`src/asrc_lmc_cfg.svh`:
```
// Register indices, field positions, reset values and ramp counts for the converter lock/mute block
`ifndef ASRC_LMC_CFG_SVH
`define ASRC_LMC_CFG_SVH

// Register indices; byte address is four times the index
`define ASRC_IDX_GRP_A_LOCK_MUTE 16'hE101
`define ASRC_IDX_GRP_A_RAMP_DIS 16'hE103
`define ASRC_IDX_GRP_B_LOCK_MUTE 16'hE141
`define ASRC_IDX_GRP_B_RAMP_DIS 16'hE143
`define ASRC_IDX_IRQ_STATUS 16'hE104
`define ASRC_IDX_IRQ_MASK 16'hE105

// Field positions
`define ASRC_MUTE_LSB 0
`define ASRC_LOCK_LSB 8
`define ASRC_RAMP_DIS_BIT 0

// Reset values
`define ASRC_RST_MUTE 4'h0
`define ASRC_RST_RAMP_DIS 1'h0
`define ASRC_RST_IRQ 8'h00

// Output rate selector code meaning no rate
`define ASRC_RATE_NONE 6'h3F

// Ramp length in output samples; gain runs 0 .. full scale
`define ASRC_RAMP_STEPS 6'h20

`endif

```
`src/asrc_lmc_pkg.sv`:
```
// Types shared by the converter lock/mute control block
package asrc_lmc_pkg;
   typedef enum logic [1:0] {
      RAMP_UNITY = 2'b00,
      RAMP_FALLING = 2'b01,
      RAMP_SILENT = 2'b10,
      RAMP_RISING = 2'b11
   } ramp_state_t;
   typedef logic [5:0] gain_t;
endpackage

```
`src/asrc_mute_ramp.sv`:
```
// Per-pair mute volume ramp: gain steps one count per output sample, or jumps when abrupt
`timescale 1ns/1ps
`include "asrc_lmc_cfg.svh"
`default_nettype none
module asrc_mute_ramp (
   input wire logic clk, // System clock
   input wire logic reset, // Synchronous reset, active high
   input wire logic sampleTick, // One pulse per output sample of this pair
   input wire logic muteReq, // Mute wanted
   input wire logic abrupt, // Ramp disabled: jump straight to target
   output asrc_lmc_pkg::gain_t gain, // Current gain, full scale is unity
   output logic muted // Gain has reached zero
);
   asrc_lmc_pkg::ramp_state_t state_q;
   asrc_lmc_pkg::gain_t gain_q;

   always_ff @(posedge clk) begin
      if (reset) begin
         state_q <= asrc_lmc_pkg::RAMP_UNITY;
         gain_q <= `ASRC_RAMP_STEPS;
      end else begin
         case (state_q)
            asrc_lmc_pkg::RAMP_UNITY: begin
               if (muteReq && abrupt) begin
                  gain_q <= 6'h00;
                  state_q <= asrc_lmc_pkg::RAMP_SILENT;
               end else if (muteReq) begin
                  state_q <= asrc_lmc_pkg::RAMP_FALLING;
               end
            end
            asrc_lmc_pkg::RAMP_FALLING: begin
               if (!muteReq) begin
                  state_q <= asrc_lmc_pkg::RAMP_RISING;
               end else if (abrupt) begin
                  gain_q <= 6'h00;
                  state_q <= asrc_lmc_pkg::RAMP_SILENT;
               end else if (gain_q == 6'h00) begin
                  // Reversed before any step up: already at zero, never wrap
                  state_q <= asrc_lmc_pkg::RAMP_SILENT;
               end else if (sampleTick) begin
                  gain_q <= gain_q - 6'h01;
                  if (gain_q == 6'h01) begin
                     state_q <= asrc_lmc_pkg::RAMP_SILENT;
                  end
               end
            end
            asrc_lmc_pkg::RAMP_SILENT: begin
               if (!muteReq && abrupt) begin
                  gain_q <= `ASRC_RAMP_STEPS;
                  state_q <= asrc_lmc_pkg::RAMP_UNITY;
               end else if (!muteReq) begin
                  state_q <= asrc_lmc_pkg::RAMP_RISING;
               end
            end
            asrc_lmc_pkg::RAMP_RISING: begin
               if (muteReq) begin
                  state_q <= asrc_lmc_pkg::RAMP_FALLING;
               end else if (abrupt) begin
                  gain_q <= `ASRC_RAMP_STEPS;
                  state_q <= asrc_lmc_pkg::RAMP_UNITY;
               end else if (gain_q == `ASRC_RAMP_STEPS) begin
                  // Reversed before any step down: already at unity, never overshoot
                  state_q <= asrc_lmc_pkg::RAMP_UNITY;
               end else if (sampleTick) begin
                  gain_q <= gain_q + 6'h01;
                  if (gain_q == `ASRC_RAMP_STEPS - 6'h01) begin
                     state_q <= asrc_lmc_pkg::RAMP_UNITY;
                  end
               end
            end
            default: begin
               gain_q <= `ASRC_RAMP_STEPS;
               state_q <= asrc_lmc_pkg::RAMP_UNITY;
            end
         endcase
      end
   end

   assign gain = gain_q;
   assign muted = (gain_q == 6'h00);
endmodule
`default_nettype wire

```
`src/asrc_lock_mute_control.sv`:
```
// APB register block, lock flags, mute control and interrupts for eight stereo rate converters
//
// Contract
// - Converters talk only via the routing matrix
// - Mute bits 3:0: one mutes, zero unmutes
// - Ramped mute avoids clicks and pops
// - Group A: lock 11:8, mute 3:0
// - Group B: lock 11:8 for pairs 7:4
// - Reset clears lock, mute, ramp-disable bits
// - Clock enable sets lock flag, mutes
// - Rate chosen and locked clears lock flag
// - Cleared lock flag stays clear until reset
// - Group A ramp-disable bit 0 selects abrupt
// - Ramp disabled: ignore mute bits, mute on unlock
// - Without converters, writes have no effect; the code still applies IRQ status and mask writes
// - Rate code all ones means no rate
// - Group B ramp-disable bit 0, same behaviour
//
// The APB slave port was decided locally.
`timescale 1ns/1ps
`include "asrc_lmc_cfg.svh"
`default_nettype none
module asrc_lock_mute_control (
   input wire logic clk, // System clock, 20 MHz
   input wire logic reset, // Synchronous reset, active high
   input wire logic psel, // APB select
   input wire logic penable, // APB access phase
   input wire logic pwrite, // APB direction, high for write
   input wire logic [17:0] paddr, // APB byte address
   input wire logic [31:0] pwdata, // APB write data
   output logic [31:0] prdata, // APB read data
   output logic pready, // APB ready
   output logic pslverr, // APB error on unmapped address
   input wire logic convPresent, // High when converters are built in
   input wire logic [7:0] mclkEnable, // Master clock enable per pair
   input wire logic [7:0] outClockLocked, // Pair has locked to its output clock
   input wire logic [47:0] outRateSel, // Six-bit output rate code per pair
   input wire logic [7:0] sampleTick, // Output sample strobe per pair
   output logic [47:0] pairGain, // Gain per pair toward the routing matrix
   output logic [7:0] pairMuted, // Pair fully muted
   output logic [7:0] lockFlags, // Lock flags, one from first clock enable until locked
   output logic irq // Level interrupt
);
   logic [7:0] muteBits_q;
   logic [1:0] rampDis_q;
   logic [7:0] irqStat_q;
   logic [7:0] irqMask_q;
   logic irq_q;
   logic [31:0] prdata_q;
   logic pslverr_q;
   logic [7:0] lockFlag_q;
   logic [7:0] acquired_q;
   logic [7:0] mclkPrev_q;
   logic [7:0] lockEvent;
   logic [7:0] muteReq;
   logic [15:0] regIdx;
   logic setupPhase;
   logic wrAccess;
   logic [31:0] rdData;
   logic addrHit;

   assign regIdx = paddr[17:2];
   assign setupPhase = psel && !penable;
   // Absent converters make mute and ramp-disable writes a no-op; IRQ status and mask writes and reads still act
   assign wrAccess = psel && penable && pwrite && convPresent;
   assign pready = psel && penable;
   assign prdata = prdata_q;
   assign pslverr = pslverr_q;
   assign irq = irq_q;
   assign lockFlags = lockFlag_q;

   always_comb begin
      rdData = 32'h0000_0000;
      addrHit = 1'b1;
      case (regIdx)
         `ASRC_IDX_GRP_A_LOCK_MUTE: begin
            rdData[`ASRC_LOCK_LSB +: 4] = lockFlag_q[3:0];
            rdData[`ASRC_MUTE_LSB +: 4] = muteBits_q[3:0];
         end
         `ASRC_IDX_GRP_B_LOCK_MUTE: begin
            rdData[`ASRC_LOCK_LSB +: 4] = lockFlag_q[7:4];
            rdData[`ASRC_MUTE_LSB +: 4] = muteBits_q[7:4];
         end
         `ASRC_IDX_GRP_A_RAMP_DIS: begin
            rdData[`ASRC_RAMP_DIS_BIT] = rampDis_q[0];
         end
         `ASRC_IDX_GRP_B_RAMP_DIS: begin
            rdData[`ASRC_RAMP_DIS_BIT] = rampDis_q[1];
         end
         `ASRC_IDX_IRQ_STATUS: begin
            rdData[7:0] = irqStat_q;
         end
         `ASRC_IDX_IRQ_MASK: begin
            rdData[7:0] = irqMask_q;
         end
         default: begin
            addrHit = 1'b0;
         end
      endcase
   end

   // Read data and error are captured in the setup cycle so they leave flops
   always_ff @(posedge clk) begin
      if (reset) begin
         prdata_q <= 32'h0000_0000;
         pslverr_q <= 1'b0;
      end else if (setupPhase) begin
         prdata_q <= pwrite ? 32'h0000_0000 : rdData;
         pslverr_q <= !addrHit;
      end
   end

   always_ff @(posedge clk) begin
      if (reset) begin
         muteBits_q <= {`ASRC_RST_MUTE, `ASRC_RST_MUTE};
      end else if (wrAccess && regIdx == `ASRC_IDX_GRP_A_LOCK_MUTE) begin
         muteBits_q[3:0] <= pwdata[`ASRC_MUTE_LSB +: 4];
      end else if (wrAccess && regIdx == `ASRC_IDX_GRP_B_LOCK_MUTE) begin
         muteBits_q[7:4] <= pwdata[`ASRC_MUTE_LSB +: 4];
      end
   end

   always_ff @(posedge clk) begin
      if (reset) begin
         rampDis_q <= {`ASRC_RST_RAMP_DIS, `ASRC_RST_RAMP_DIS};
      end else if (wrAccess && regIdx == `ASRC_IDX_GRP_A_RAMP_DIS) begin
         rampDis_q[0] <= pwdata[`ASRC_RAMP_DIS_BIT];
      end else if (wrAccess && regIdx == `ASRC_IDX_GRP_B_RAMP_DIS) begin
         rampDis_q[1] <= pwdata[`ASRC_RAMP_DIS_BIT];
      end
   end

   // A lock event in the clearing cycle survives: set wins over clear
   always_ff @(posedge clk) begin
      if (reset) begin
         irqStat_q <= `ASRC_RST_IRQ;
      end else if (psel && penable && pwrite && regIdx == `ASRC_IDX_IRQ_STATUS) begin
         irqStat_q <= (irqStat_q & ~pwdata[7:0]) | lockEvent;
      end else begin
         irqStat_q <= irqStat_q | lockEvent;
      end
   end

   always_ff @(posedge clk) begin
      if (reset) begin
         irqMask_q <= `ASRC_RST_IRQ;
      end else if (psel && penable && pwrite && regIdx == `ASRC_IDX_IRQ_MASK) begin
         irqMask_q <= pwdata[7:0];
      end
   end

   always_ff @(posedge clk) begin
      if (reset) begin
         irq_q <= 1'b0;
      end else begin
         irq_q <= |(irqStat_q & irqMask_q);
      end
   end

   genvar i;
   generate
      for (i = 0; i < 8; i = i + 1) begin : g_pair
         logic rateValid;
         logic lockDone;
         logic rampOff;
         asrc_lmc_pkg::gain_t gainVal;

         assign rateValid = outRateSel[6 * i +: 6] != `ASRC_RATE_NONE;
         assign lockDone = lockFlag_q[i] && rateValid && outClockLocked[i];
         assign lockEvent[i] = lockDone;
         assign rampOff = rampDis_q[i / 4];
         // Unlocked pairs always mute; mute bits count only while ramping
         assign muteReq[i] = lockFlag_q[i] || (muteBits_q[i] && !rampOff);

         always_ff @(posedge clk) begin
            if (reset) begin
               lockFlag_q[i] <= 1'b0;
               acquired_q[i] <= 1'b0;
               mclkPrev_q[i] <= 1'b0;
            end else begin
               mclkPrev_q[i] <= mclkEnable[i];
               if (lockDone) begin
                  lockFlag_q[i] <= 1'b0;
                  acquired_q[i] <= 1'b1;
               end else if (!acquired_q[i] && mclkEnable[i] && !mclkPrev_q[i]) begin
                  lockFlag_q[i] <= 1'b1;
               end
            end
         end

         asrc_mute_ramp u_ramp (
            .clk(clk),
            .reset(reset),
            .sampleTick(sampleTick[i]),
            .muteReq(muteReq[i]),
            .abrupt(rampOff),
            .gain(gainVal),
            .muted(pairMuted[i])
         );

         // Gain leaves only toward the routing matrix
         assign pairGain[6 * i +: 6] = gainVal;

      end
   endgenerate
endmodule
`default_nettype wire

```
`config.mk`:
```
export PLATFORM = sky130hd
export DESIGN_NAME = asrc_lock_mute_control
export DESIGN_NICKNAME = d
export VERILOG_FILES = /design/src/asrc_lmc_pkg.sv /design/src/asrc_mute_ramp.sv /design/src/asrc_lock_mute_control.sv
export VERILOG_INCLUDE_DIRS = /design/src /design/src/src
export SDC_FILE = /design/constraint.sdc
export NUM_CORES = 1
export LEC_CHECK = 0
export BUFFER_PORTS_ARGS = -buffer_cell sky130_fd_sc_hd__buf_2
export CAP_MARGIN = 0
export CORE_MARGIN = 10
export CORE_UTILIZATION = 30
export DETAILED_ROUTE_END_ITERATION = 10
export PLACE_DENSITY = 0.53
export SLEW_MARGIN = 20
export SYNTH_ARGS = -nofsm -noshare
export SYNTH_HDL_FRONTEND = slang
export SYNTH_HIERARCHICAL = 1
export SYNTH_SLANG_ARGS = --single-unit
export TNS_END_PERCENT = 100
```
`constraint.sdc`:
```
create_clock -name clk -period 3 [get_ports clk]
set_input_delay 0.3 -clock clk [delete_from_list [all_inputs] [get_ports clk]]
set_output_delay 0.3 -clock clk [all_outputs]
set_load 0.05 [all_outputs]
```
**After elaboration in Yosys (flattened, before gate mapping)**

Cells that the tools add are included.

- Bits in registers: 148
- Input bits: 128
- Output and inout port bits: 99
- Logic and storage cells: 607

- Reductions and logical operators: 146
- Bitwise gates (word level): 7
- Equal/unequal tests: 174
- Add/sub/neg operators: 16
- Multiplexer cells: 215

Operators by type and width:

| kind | count |
|---|---|
| $mux 6 | 80 |
| $mux 2 | 112 |
| $pmux 6 s4 | 8 |
| $ne 3x3->1 const B | 40 |
| $eq 16x16->1 const B | 6 |
| $ne 5x5->1 const B | 16 |
| $logic_and 1x1->1 | 66 |
| $pmux 2 s4 | 8 |
| $reduce_and 8->1 | 8 |
| $add 6x1->6 const B | 8 |
| $eq 6x1->1 const B | 8 |
| $eq 6x5->1 const B | 8 |
| $eq 6x6->1 const B | 8 |
| $logic_not 6->1 | 8 |
| $ne 2x1->1 const B | 24 |
| $ne 6x6->1 const B | 8 |
| $reduce_and 6->1 | 8 |
| $sub 6x1->6 const B | 8 |
| $ne 5x2->1 const B | 8 |
| $ne 5x3->1 const B | 8 |
| $eq 2x2->1 const B | 16 |
| $logic_not 1->1 | 28 |
| $ne 3x1->1 const B | 8 |
| $and 8x8->8 | 2 |
| 17 further kinds | 56 |

**Longest topological paths before layout**

Gate-level depths: netlist (run 1).

- Depth after elaboration: 7
- Mapped depth: 9
- Gate-level depth less buffers: 7

**Hierarchy**

The synthesis (run 1) kept the hierarchy.

Modules (own cells, without submodules):

| module | cells each | area an instance (µm²) | sequential area each (µm²) | instances |
|---|---|---|---|---|
| asrc_mute_ramp | 87 | 663.1 | 160.2 | 8 |
| asrc_lock_mute_control | 340 | 3056.7 | 1281.2 | 1 |

**Worst setup path after synthesis (run 1)**

Ideal clock, no wire load.

- Kind: register -> register
- Start point: register rampDis_q[0]
- End point: register g_pair[0].u_ramp.gain_q[4]
- Period minus slack after synthesis: 2.370 ns
- Buffers on the path: 2
- Library setup time: 0.070 ns
- Required time: 2.930 ns
- Arrival time: 2.300 ns
- Stages on the path, launching flop included: 10
- Slack: 0.630 ns
- Cells stage by stage: dfxtp_1 -> inv_1 -> a21o_1 -> buf_6 -> xnor2_1 -> nor2_2 -> o31ai_1 -> buf_6 -> or4_1 -> a21oi_1

- Cells in the longest elaborated chain, start to end: 7
- Elaborated cells between the ends (all ways): 20
- Classes of those cells: 8 x eq/ne; 5 x mux; 7 x reduce/logical

Ends and longest elaborated chain:

| item | RTL line | text |
|---|---|---|
| from (decl) | asrc_lock_mute_control.sv:45 | `logic [1:0] rampDis_q;` |
| from (signal assigned) | asrc_lock_mute_control.sv:125 | `` rampDis_q <= {`ASRC_RST_RAMP_DIS, `ASRC_RST_RAMP_DIS}; `` |
| from (signal assigned) | asrc_lock_mute_control.sv:127 | `` rampDis_q[0] <= pwdata[`ASRC_RAMP_DIS_BIT]; `` |
| $logic_not 1->1 * | asrc_lock_mute_control.sv:173 | `assign muteReq[i] = lockFlag_q[i] \|\| (muteBits_q[i] && !rampOff);` |
| $logic_and 1x1->1 * | asrc_lock_mute_control.sv:173 |  |
| $logic_or 1x1->1 * | asrc_lock_mute_control.sv:173 |  |
| named net muteReq[0] | asrc_lock_mute_control.sv:55 | `logic [7:0] muteReq;` |
| $logic_not 1->1 | -- |  |
| $logic_and 1x1->1 | asrc_mute_ramp.sv:48 | `if (!muteReq && abrupt) begin` |
| $ne 2x1->1 (no source line) | -- |  |
| $reduce_and 8->1 (no source line) * | -- |  |
| to (signal assigned) | asrc_mute_ramp.sv:49 | `` gain_q <= `ASRC_RAMP_STEPS; `` |
| to (signal assigned) | asrc_mute_ramp.sv:59 | `` gain_q <= `ASRC_RAMP_STEPS; `` |
| to (signal assigned) | asrc_mute_ramp.sv:65 | `gain_q <= gain_q + 6'h01;` |
| to (decl) | asrc_mute_ramp.sv:15 | `asrc_lmc_pkg::gain_t gain_q;` |

The timed path passes the listed nets; every way through them passes the cells marked *. The select of a mux whose other input is x is not followed.
A chain may end at the register's enable or synchronous reset.

**Final worst setup path (run 1)**

- Start point: register lockFlag_q[1] (netlist: lockFlags[1])
- End point: register g_pair[1].u_ramp.gain_q[4]

- Cells in the longest elaborated chain, start to end: 5
- Elaborated cells between the ends (all ways): 9
- Classes of those cells: 4 x eq/ne; 5 x reduce/logical

Ends and longest elaborated chain:

| item | RTL line | text |
|---|---|---|
| from (decl) | asrc_lock_mute_control.sv:51 | `logic [7:0] lockFlag_q;` |
| from (signal, indexed assignment) | asrc_lock_mute_control.sv:177 | `lockFlag_q[i] <= 1'b0;` |
| from (signal, indexed assignment) | asrc_lock_mute_control.sv:183 | `lockFlag_q[i] <= 1'b0;` |
| from (signal, indexed assignment) | asrc_lock_mute_control.sv:186 | `lockFlag_q[i] <= 1'b1;` |
| $logic_or 1x1->1 * | asrc_lock_mute_control.sv:173 |  |
| named net muteReq[1] | asrc_lock_mute_control.sv:55 |  |
| $logic_not 1->1 | -- |  |
| $logic_and 1x1->1 | asrc_mute_ramp.sv:48 |  |
| $ne 2x1->1 (no source line) | -- |  |
| $reduce_and 8->1 (no source line) * | -- |  |
| to (signal assigned) | asrc_mute_ramp.sv:49 |  |
| to (signal assigned) | asrc_mute_ramp.sv:59 |  |
| to (signal assigned) | asrc_mute_ramp.sv:65 |  |
| to (decl) | asrc_mute_ramp.sv:15 |  |

The timed path passes the listed nets; every way through them passes the cells marked *.

==> results of run 1 <==
==> power groups by stage <==
| stage | clock network, mW | logic (mW) | registers, mW |
|---|---|---|---|
| 6_report | 2.07 | 0.983 | 1.95 |
| 5_1_grt | 2.22 | 1.10 | 1.98 |
| 4_1_cts | 2.16 | 0.991 | 1.95 |
| 3_5_place_dp | 0 | 0.989 | 1.99 |
| 3_3_place_gp | 0 | 0.974 | 1.99 |
| 2_1_floorplan | 0 | 0.878 | 1.95 |
==> routing by layer <==
| metal | global-route usage, % | routed length [um] |
|---|---|---|
| met5 | 0 | 10 |
| met4 | 4.249 | 391 |
| met3 | 3.318 | 1160 |
| met2 | 22.11 | 11340 |
| met1 | 16.89 | 11380 |
==> sequential cells by signal, summed over array words and instances, names as in the netlist <==
signal	flops
rampDis_q	2
irq	1
irqMask_q	8
g_pair.u_ramp/state_q	16
muteBits_q	8
g_pair.u_ramp/gain	48
acquired_q	8
pslverr	1
lockFlags	8
irqStat_q	8
mclkPrev_q	8
prdata	12
==> worst reg2reg max path, cell delays in order (launching register included) <==
cell,delay (ns)
sky130_fd_sc_hd__dfxtp_1,0.48
sky130_fd_sc_hd__a21o_1,0.38
sky130_fd_sc_hd__xnor2_1,0.14
sky130_fd_sc_hd__nor2_2,0.12
sky130_fd_sc_hd__o31ai_1,0.07
sky130_fd_sc_hd__buf_4,0.18
sky130_fd_sc_hd__or4_1,0.46
sky130_fd_sc_hd__a21oi_1,0.15
==> worst min-delay path by stage <==
stage	from	to	slack, ns	depth (start not counted)
finish	mclkEnable[1]	mclkPrev_q[1]$_SDFF_PP0_	0.11	2
global route	mclkEnable[3]	mclkPrev_q[3]$_SDFF_PP0_	0.11	2
CTS	mclkEnable[1]	mclkPrev_q[1]$_SDFF_PP0_	0.09	2
detailed placement	prdata[3]$_SDFFE_PP0P_	prdata[3]$_SDFFE_PP0P_	0.44	2
global placement	prdata[4]$_SDFFE_PP0P_	prdata[4]$_SDFFE_PP0P_	0.43	2
floorplan	mclkEnable[1]	mclkPrev_q[1]$_SDFF_PP0_	0.43	1
==> stage by stage <==
| step | worst slack (ns) | power [mW] | util (%) |
|---|---|---|---|
| after floorplan | 0.6300 | 2.828 | - |
| after global placement | 0.7753 | 2.964 | 33.41 |
| after detailed placement | 0.7557 | 2.978 | 33.41 |
| after CTS | 0.9181 | 5.098 | 35.50 |
| after global routing | 0.7870 | 5.300 | 35.50 |
| final | 0.9545 | 5.006 | 35.53 |
==> layout by cell type, fill, tap and decap left out, types with 15 or more instances in the layout <==
cell type / count
sky130_fd_sc_hd__o31ai_1: 16
sky130_fd_sc_hd__a22oi_1: 21
sky130_fd_sc_hd__nor3b_1: 16
sky130_fd_sc_hd__dfxtp_1: 128
sky130_fd_sc_hd__a31oi_1: 16
sky130_fd_sc_hd__nor2_1: 90
sky130_fd_sc_hd__clkbuf_16: 17
sky130_fd_sc_hd__or4_1: 25
sky130_fd_sc_hd__conb_1: 20
sky130_fd_sc_hd__nand2_1: 61
sky130_fd_sc_hd__nor2b_1: 41
sky130_fd_sc_hd__ha_1: 32
sky130_fd_sc_hd__buf_4: 15
sky130_fd_sc_hd__a21o_1: 16
sky130_fd_sc_hd__nor3_1: 30
sky130_fd_sc_hd__a21oi_1: 123
sky130_fd_sc_hd__or3_1: 41
sky130_fd_sc_hd__buf_2: 179
sky130_fd_sc_hd__nor4_1: 17
sky130_fd_sc_hd__and3_1: 17
sky130_fd_sc_hd__inv_1: 34
sky130_fd_sc_hd__o21ai_0: 29
sky130_fd_sc_hd__nand2b_1: 17
sky130_fd_sc_hd__a211oi_1: 17
sky130_fd_sc_hd__mux2i_1: 17
==> kinds of logic after synthesis <==
kind of cell	share of synthesized area, %
other	0.04485
adders and majority gates	4.788
DFF	30.64
buffers and inverters	9.936
and+or+nand+nor	28.45
AOI/OAI and AO/OA	21.89
muxes	2.574
xor gates and xnor gates	1.676
==> layout make-up <==
| type | instances | share of cell area, % |
|---|---|---|
| antenna | 4 | 0.1020 |
| clock buffer | 26 | 5.085 |
| clock inverter | 4 | 0.7775 |
| inverter | 34 | 1.300 |
| multi-input combinational | 797 | 51.34 |
| sequential | 128 | 26.10 |
| tap | 378 | 4.818 |
| timing repair buffer | 195 | 10.48 |
==> key figures, run 1 <==
Synthesis
  • Leading register cell type out of synthesis: sky130_fd_sc_hd__dfxtp_1
  • Leading area contributor after synthesis: sky130_fd_sc_hd__dfxtp_1
  • Count of warnings emitted by yosys: 6
  • Top cells by area, synth: sky130_fd_sc_hd__dfxtp_1 (31%), sky130_fd_sc_hd__a21oi_1 (7.4%), sky130_fd_sc_hd__ha_1 (4.8%)
  • Post-synth EDFFs: 0
  • Yosys reg bits: approximately 130
  • Yosys top cell area share: slightly above 30%
  • Share of flip-flops with an asynchronous set or reset after synthesis: 0%
  • Post-synthesis average cell area: 8.071 um2
  • Distinct cell type count after synthesis: 60
  • Mapped Cells: between 1000 and 1500
  • Dominant cell by count in the synthesized netlist: sky130_fd_sc_hd__dfxtp_1
  • Top cell types by occurrence after synthesis: sky130_fd_sc_hd__dfxtp_1 (128), sky130_fd_sc_hd__a21oi_1 (123), sky130_fd_sc_hd__nor2_1 (90)
  • Post-synthesis instance area: between 8000 and 9000 um2
  • Sequential cell area fraction in the yosys report: roughly 30%

Worst setup path
  • Worst R2R Setup Slack: roughly 0.95 ns
  • CP Capture Point: g_pair[1].u_ramp/gain[4]$_SDFFE_PP0P_
  • Total buffers and inverters traversed by the critical path: 1
  • Worst r2r dst: g_pair[1].u_ramp/gain[4]$_SDFFE_PP0P_
  • Critical Path End Type: register
  • Slowest cell on the critical path: sky130_fd_sc_hd__dfxtp_1
  • Largest fanout of any net on the critical path: 11
  • Cell family with the largest share of critical-path delay: compound AO/OA/AOI/OAI gates
  • Setup crit start kind: register
  • Largest stage delay on the critical path: ~0.48 ns
  • Worst path cell trace: a21o_1 -> xnor2_1 -> nor2_2 -> o31ai_1 -> buf_4 -> or4_1 -> a21oi_1
  • Critical Path AT: ~2.4 ns
  • Critical Path RT: between 3 and 4 ns
  • Count of cell instances traversed by the critical path: 7
  • Reg-to-reg critical path startpoint: lockFlags[1]$_SDFFE_PP0P_
  • Worst setup startpoint: lockFlags[1]$_SDFFE_PP0P_
  • Start-to-end type of the worst setup path: reg2reg
  • Depth of the most critical reg-to-reg path: 7

Floorplan
  • Area of the die: ~35000 um2
  • Area of the core region: 27630 um2
  • Chip width: 187.0 um
  • Boundary pin count: approximately 230
  • Placement Rows: between 60 and 70
  • Die Span Y: around 190 um
  • Effective utilization at floorplan: between 30% and 40%

Clock tree
  • Setup repair bufs after CTS: 0
  • # clock sinks: about 130
  • Clk slew on worst S/H paths: roughly 0.060 ns
  • Clock latency reported for the late side of the worst-skew pair: between 0.4 and 0.5 ns
  • CTS Root Cell: sky130_fd_sc_hd__clkbuf_16
  • Maximum number of buffers from clock root to sink: 2
  • Quantity of gates resized following cts: 0
  • TritonCTS clock tree: done
  • Number of buffers created by CTS: 17
  • Depth of the CTS H-tree: 4
  • Cts-stage hold buffer count: 0

Timing
  • Unrepaired setup endpoints after global routing: false
  • Final critical path time including I/O delays and setup: 2.045 ns
  • Worst slack on hold paths: between 0.1 and 0.15 ns
  • Final period utilization: approximately two thirds
  • Final count of pins violating max slew: 0
  • Summed negative setup slack over all endpoints: 0 ns
  • Number of hold-slack violations in the final timing report: 0
  • Slew at the pin closest to its max-slew limit: between 0.6 and 0.7 ns
  • Final setup skew: just over 0.01 ns
  • Setup-failing EPs final: 0
  • Max_slew headroom: a little under three fifths
  • Fmax achieved: 488.9 MHz

Flow run
  • Max-cap check violation count: 0

Routing
  • DRC violation total after the first TritonRoute iteration: 468
  • TritonRoute pass-1 iters: 5
  • Vias after detailed routing: just under 8000
  • Final antenna-violating net count: 0
  • Total wire length: roughly 24000 um
  • DRC violations left: 0
  • Vias per Instance: between 5 and 6
  • Routed len/inst: about 16 um

Cells and area
  • Summed area of non-filler cells in the final layout: ~9800 um2
  • Number of nets in the finished design: 1333
  • Fill cell count: 2995
  • Area of combinational cells with multiple inputs: ~5000 um2
  • Layout-stage area growth over the synthesis result: 17.40%
  • Total area of sequential cells: between 2000 and 3000 um2
  • Share of post-route cells with drive strength above 1: about a fifth
  • Cell Count, Final, Fillers Out: approximately 1600

Pwr
  • Switching pwr: approximately 1.5 mW
  • Share of power burned in the clock network: between 40% and 50%
  • Static leakage power: 4.124 nW
  • Sequential fraction of design power: 39.0%
  • Design internal power: 3.474 mW
  • Proportion of power drawn by combinational gates: 19.6%
  • Switching Fraction: around 31%
  • Power per cell area: between 500 and 600 nW/um2
  • Worst-case vdd ir drop: between 0.0003 and 0.0004 V

Status
  • Status: finished, final reports clean

Place
  • Post-detailed-placement half-perimeter wirelength: 18070 um
  • IO buf count: 180
  • Instance count after placement with tap cells included: 1532
  • Placed cell areas: around 9200 um2
  • Routability-driven placement congestion ratio: about 0.82

GRT
  • Largest net degree at the start of global routing: 59
  • First-pass GRT wire length: roughly 39000 um
  • Global-route usage over all layers: about 13%
  • Number of antenna violations at the first check in global routing: 3
  • Number of global-route vias before repair: 7473
  • Remaining Overflow, GRT: 0

Worst hold path
  • Class of the tightest hold or removal check: in2reg
No activity file was read; power rests on OpenSTA's default activity.
==> run 2: changes to the inputs <==
PLACE_DENSITY = 0.54   (was 0.53)
clock period = 1.64 ns   (was 3 ns; I/O delays follow)
==> run 2 against run 1 <==
  * The run now ends with negative setup slack left
  * Power grew 100%
  * Register-to-register slack lost 1.2 ns
  * Critical path depth up 1
  * Clock skew barely moved
  * Fmax up 11%
  * Flip-flop and latch count unchanged
  * Global-route usage increased by 2.0 points
  * Count of clock-buffer cells in the layout shrank 9
  * Sequential power is 74% higher
  * Utilization rose by 12 points
  * Largest cell class unchanged
==> key figures, run 2 (synthesized netlist as in run 1, its figures left out) <==
Status
  • Status: complete, but fails checks
  • Violations in the final reports: negative setup slack

Pwr
  • Power per cell area: 778.7 nW/um2 (+53%)
  • Static leakage power: 5.580 nW (+35%)
  • Worst-case vdd ir drop: 0.0007162 V (+110%)

Cells and area
  • Final core utilization: 47.27% (+12 points)
  • Layout-stage area growth over the synthesis result: 56.20%
  • Number of nets in the finished design: 1581 (+19%)
  • Largest register FFs: 48 (unchanged)
  • Commonest non-fill, non-tap cell in the layout: sky130_fd_sc_hd__buf_4
  • Commonest cells after routing, fill and taps aside: sky130_fd_sc_hd__buf_4 (221), sky130_fd_sc_hd__buf_2 (172), sky130_fd_sc_hd__a21oi_1 (99)
  • Summed area of non-filler cells in the final layout: 13060 um2 (+33%)
  • Share of post-route cells with drive strength above 1: 48.81% (+28 points)

Worst setup path
  • Cell family with the largest share of critical-path delay: simple AND/OR/NAND/NOR gates
  • Largest fanout of any net on the critical path: 5 (-6)
  • Total buffers and inverters traversed by the critical path: 2 (+1)
  • Critical Path AT: 2.20 ns (-0.19 ns)
  • Count of cell instances traversed by the critical path: 8 (+1)
  • Critical Path RT: 1.99 ns (-1.36 ns)
  • Critical Path End Type: register
  • Slowest cell on the critical path: sky130_fd_sc_hd__or4_4
  • Worst path cell trace: inv_4 -> a21o_4 -> xnor2_2 -> nor2_2 -> o31ai_2 -> buf_4 -> or4_4 -> a21oi_2
  • Largest stage delay on the critical path: 0.48 ns (about the same)
  • Start-to-end type of the worst setup path: reg2reg
  • Depth of the most critical reg-to-reg path: 8 (+1)
  • Setup crit start kind: register

Floorplan
  • Effective utilization at floorplan: 30.26% (unchanged)
  • Area of the die: 34950 um2 (unchanged)
  • Chip width: 187.0 um (unchanged)
  • Boundary pin count: 227 (unchanged)
  • Die Span Y: 187.0 um (unchanged)
  • Placement Rows: 61 (unchanged)
  • Area of the core region: 27630 um2 (unchanged)

Routing
  • Vias per Instance: 4.976 (-0.63%)
  • Final antenna-violating net count: 0 (unchanged)
  • DRC violations left: 0 (unchanged)
  • Total wire length: 28740 um (+18%)
  • TritonRoute pass-1 iters: 5 (unchanged)
  • DRC violation total after the first TritonRoute iteration: 451 (-3.6%)
  • Routed len/inst: 15.85 um (+2.2%)
  • Vias after detailed routing: 9022 (+15%)

Flow run
  • Max-cap check violation count: 0 (unchanged)

Place
  • Routability-driven placement congestion ratio: 0.8391 (+2.9%)
  • Post-detailed-placement half-perimeter wirelength: 20710 um (+15%)
  • IO buf count: 180 (unchanged)
  • Placed cell areas: 10920 um2 (+18%)
  • Post-placement worst setup slack: -0.2950 ns (-1.051 ns)

GRT
  • Largest net degree at the start of global routing: 47 (-20%)
  • Number of global-route vias before repair: 8849 (+18%)
  • Global-route usage over all layers: 15.45% (+2.0 points)
  • Remaining Overflow, GRT: 0 (unchanged)
  • First-pass GRT wire length: 45420 um (+16%)
  • Number of antenna violations at the first check in global routing: 3 (unchanged)

Timing
  • Worst slack on hold paths: 0.02395 ns (-0.08586 ns)
  • Final count of pins violating max slew: 0 (unchanged)
  • Summed negative setup slack over all endpoints: -3.142 ns (-3.142 ns)
  • Slew at the pin closest to its max-slew limit: 0.5062 ns (-0.1390 ns)
  • Number of hold-slack violations in the final timing report: 0 (unchanged)
  • Fmax achieved: 541.9 MHz (+11%)
  • Final critical path time including I/O delays and setup: 1.845 ns (-0.2002 ns)
  • Final period utilization: 112.5% (+44 points)
  • Least setup slack across all paths after layout: -0.2053 ns (-1.160 ns)
  • Final setup skew: 0.01043 ns (+0.0002304 ns)
  • Max_slew headroom: 66.25% (+9.9 points)
  • Unrepaired setup endpoints after global routing: true
  • Setup-failing EPs final: 47 (+47)

Clock tree
  • # clock sinks: 128 (unchanged)
  • Maximum number of buffers from clock root to sink: 2 (unchanged)
  • TritonCTS clock tree: done
  • Clk slew on worst S/H paths: 0.07 ns (about the same)
  • Number of buffers created by CTS: 17 (unchanged)
  • CTS Root Cell: sky130_fd_sc_hd__clkbuf_16
  • Depth of the CTS H-tree: 4 (unchanged)
  • Clock latency reported for the late side of the worst-skew pair: 0.41 ns (about the same)

Worst hold path
  • Class of the tightest hold or removal check: in2reg
  • Hold Path Stages: 3 (+1)
-- run 2: cell count changes in the layout (fill, tap and decap cells not counted), moves of 13 or more --
cell | previous run | this run
sky130_fd_sc_hd__inv_1 | 34 | 16
sky130_fd_sc_hd__buf_4 | 15 | 221
sky130_fd_sc_hd__inv_4 | 0 | 15
sky130_fd_sc_hd__ha_1 | 32 | 14
sky130_fd_sc_hd__ha_4 | 0 | 15
sky130_fd_sc_hd__dfxtp_2 | 0 | 31
sky130_fd_sc_hd__a21oi_1 | 123 | 99
sky130_fd_sc_hd__nor2_1 | 90 | 77
sky130_fd_sc_hd__a21oi_2 | 0 | 23
sky130_fd_sc_hd__dfxtp_4 | 0 | 15
sky130_fd_sc_hd__dfxtp_1 | 128 | 82
sky130_fd_sc_hd__buf_6 | 0 | 27
-- run 2: worst reg2reg max path, stage by stage (launching register included) --
cell                      delay (ns)
sky130_fd_sc_hd__dfxtp_4        0.36
sky130_fd_sc_hd__inv_4          0.05
sky130_fd_sc_hd__a21o_4         0.22
sky130_fd_sc_hd__xnor2_2        0.14
sky130_fd_sc_hd__nor2_2         0.14
sky130_fd_sc_hd__o31ai_2        0.09
sky130_fd_sc_hd__buf_4          0.17
sky130_fd_sc_hd__or4_4          0.48
sky130_fd_sc_hd__a21oi_2        0.14
-- run 2: cell type report --
| class | instances | area (um2) |
|---|---|---|
| diodes | 1 | 2.502 |
| multi-input cells | 798 | 6046 |
| fillers | 2702 | 14570 |
| clock inverters | 15 | 163.9 |
| flip-flops and latches | 128 | 2658 |
| inverters | 34 | 165.2 |
| repair buffers | 442 | 3128 |
| clock buffers | 17 | 425.4 |
| well taps | 378 | 473.0 |
-- run 2: power by group --
group	switching (mW)	internal, mW
Sequential	0.160	3.24
Clock	1.56	2.26
Combinational	1.61	1.34
Total	3.33	6.84
-- run 2: worst paths after layout --
path	startpoint	to	slack [ns]
worst min register to register	prdata[6]$_SDFFE_PP0P_	prdata[6]$_SDFFE_PP0P_	0.45
worst max-delay path	rampDis_q[1]$_SDFFE_PP0P_	g_pair[6].u_ramp/gain[2]$_SDFFE_PP0P_	-0.21
worst min-delay path	pwdata[6]	irqMask_q[6]$_SDFFE_PP0P_	0.02
worst max register to register	rampDis_q[1]$_SDFFE_PP0P_	g_pair[6].u_ramp/gain[2]$_SDFFE_PP0P_	-0.21
-- run 2: per-stage QoR --
| stage | power (mW) | std cells |
|---|---|---|
| floorplan | 5.204 | 1055 |
| global placement | 5.919 | 1724 |
| detailed placement | 5.950 | 1724 |
| CTS | 10.08 | 1803 |
| global route | 10.70 | 1812 |
| finish | 10.17 | 1813 |
-- run 2: repair_timing --
item                                    CTS  global route
hold endpoints to repair                 10             0
endpoints found under the setup margin   60            72
pin swaps                                52            52
buffers inserted                         34            11
hold buffers                             10             0
cloned                                    4             0
resized for setup                       139           116
-- run 2: metal layers --
metal	global-route usage, %	up-vias	wire length, um
li1	-	4516	-
met1	20.20	4273	13570
met2	24.89	208	13440
met3	3.896	21	1450
met4	3.691	4	250
met5	0	-	32
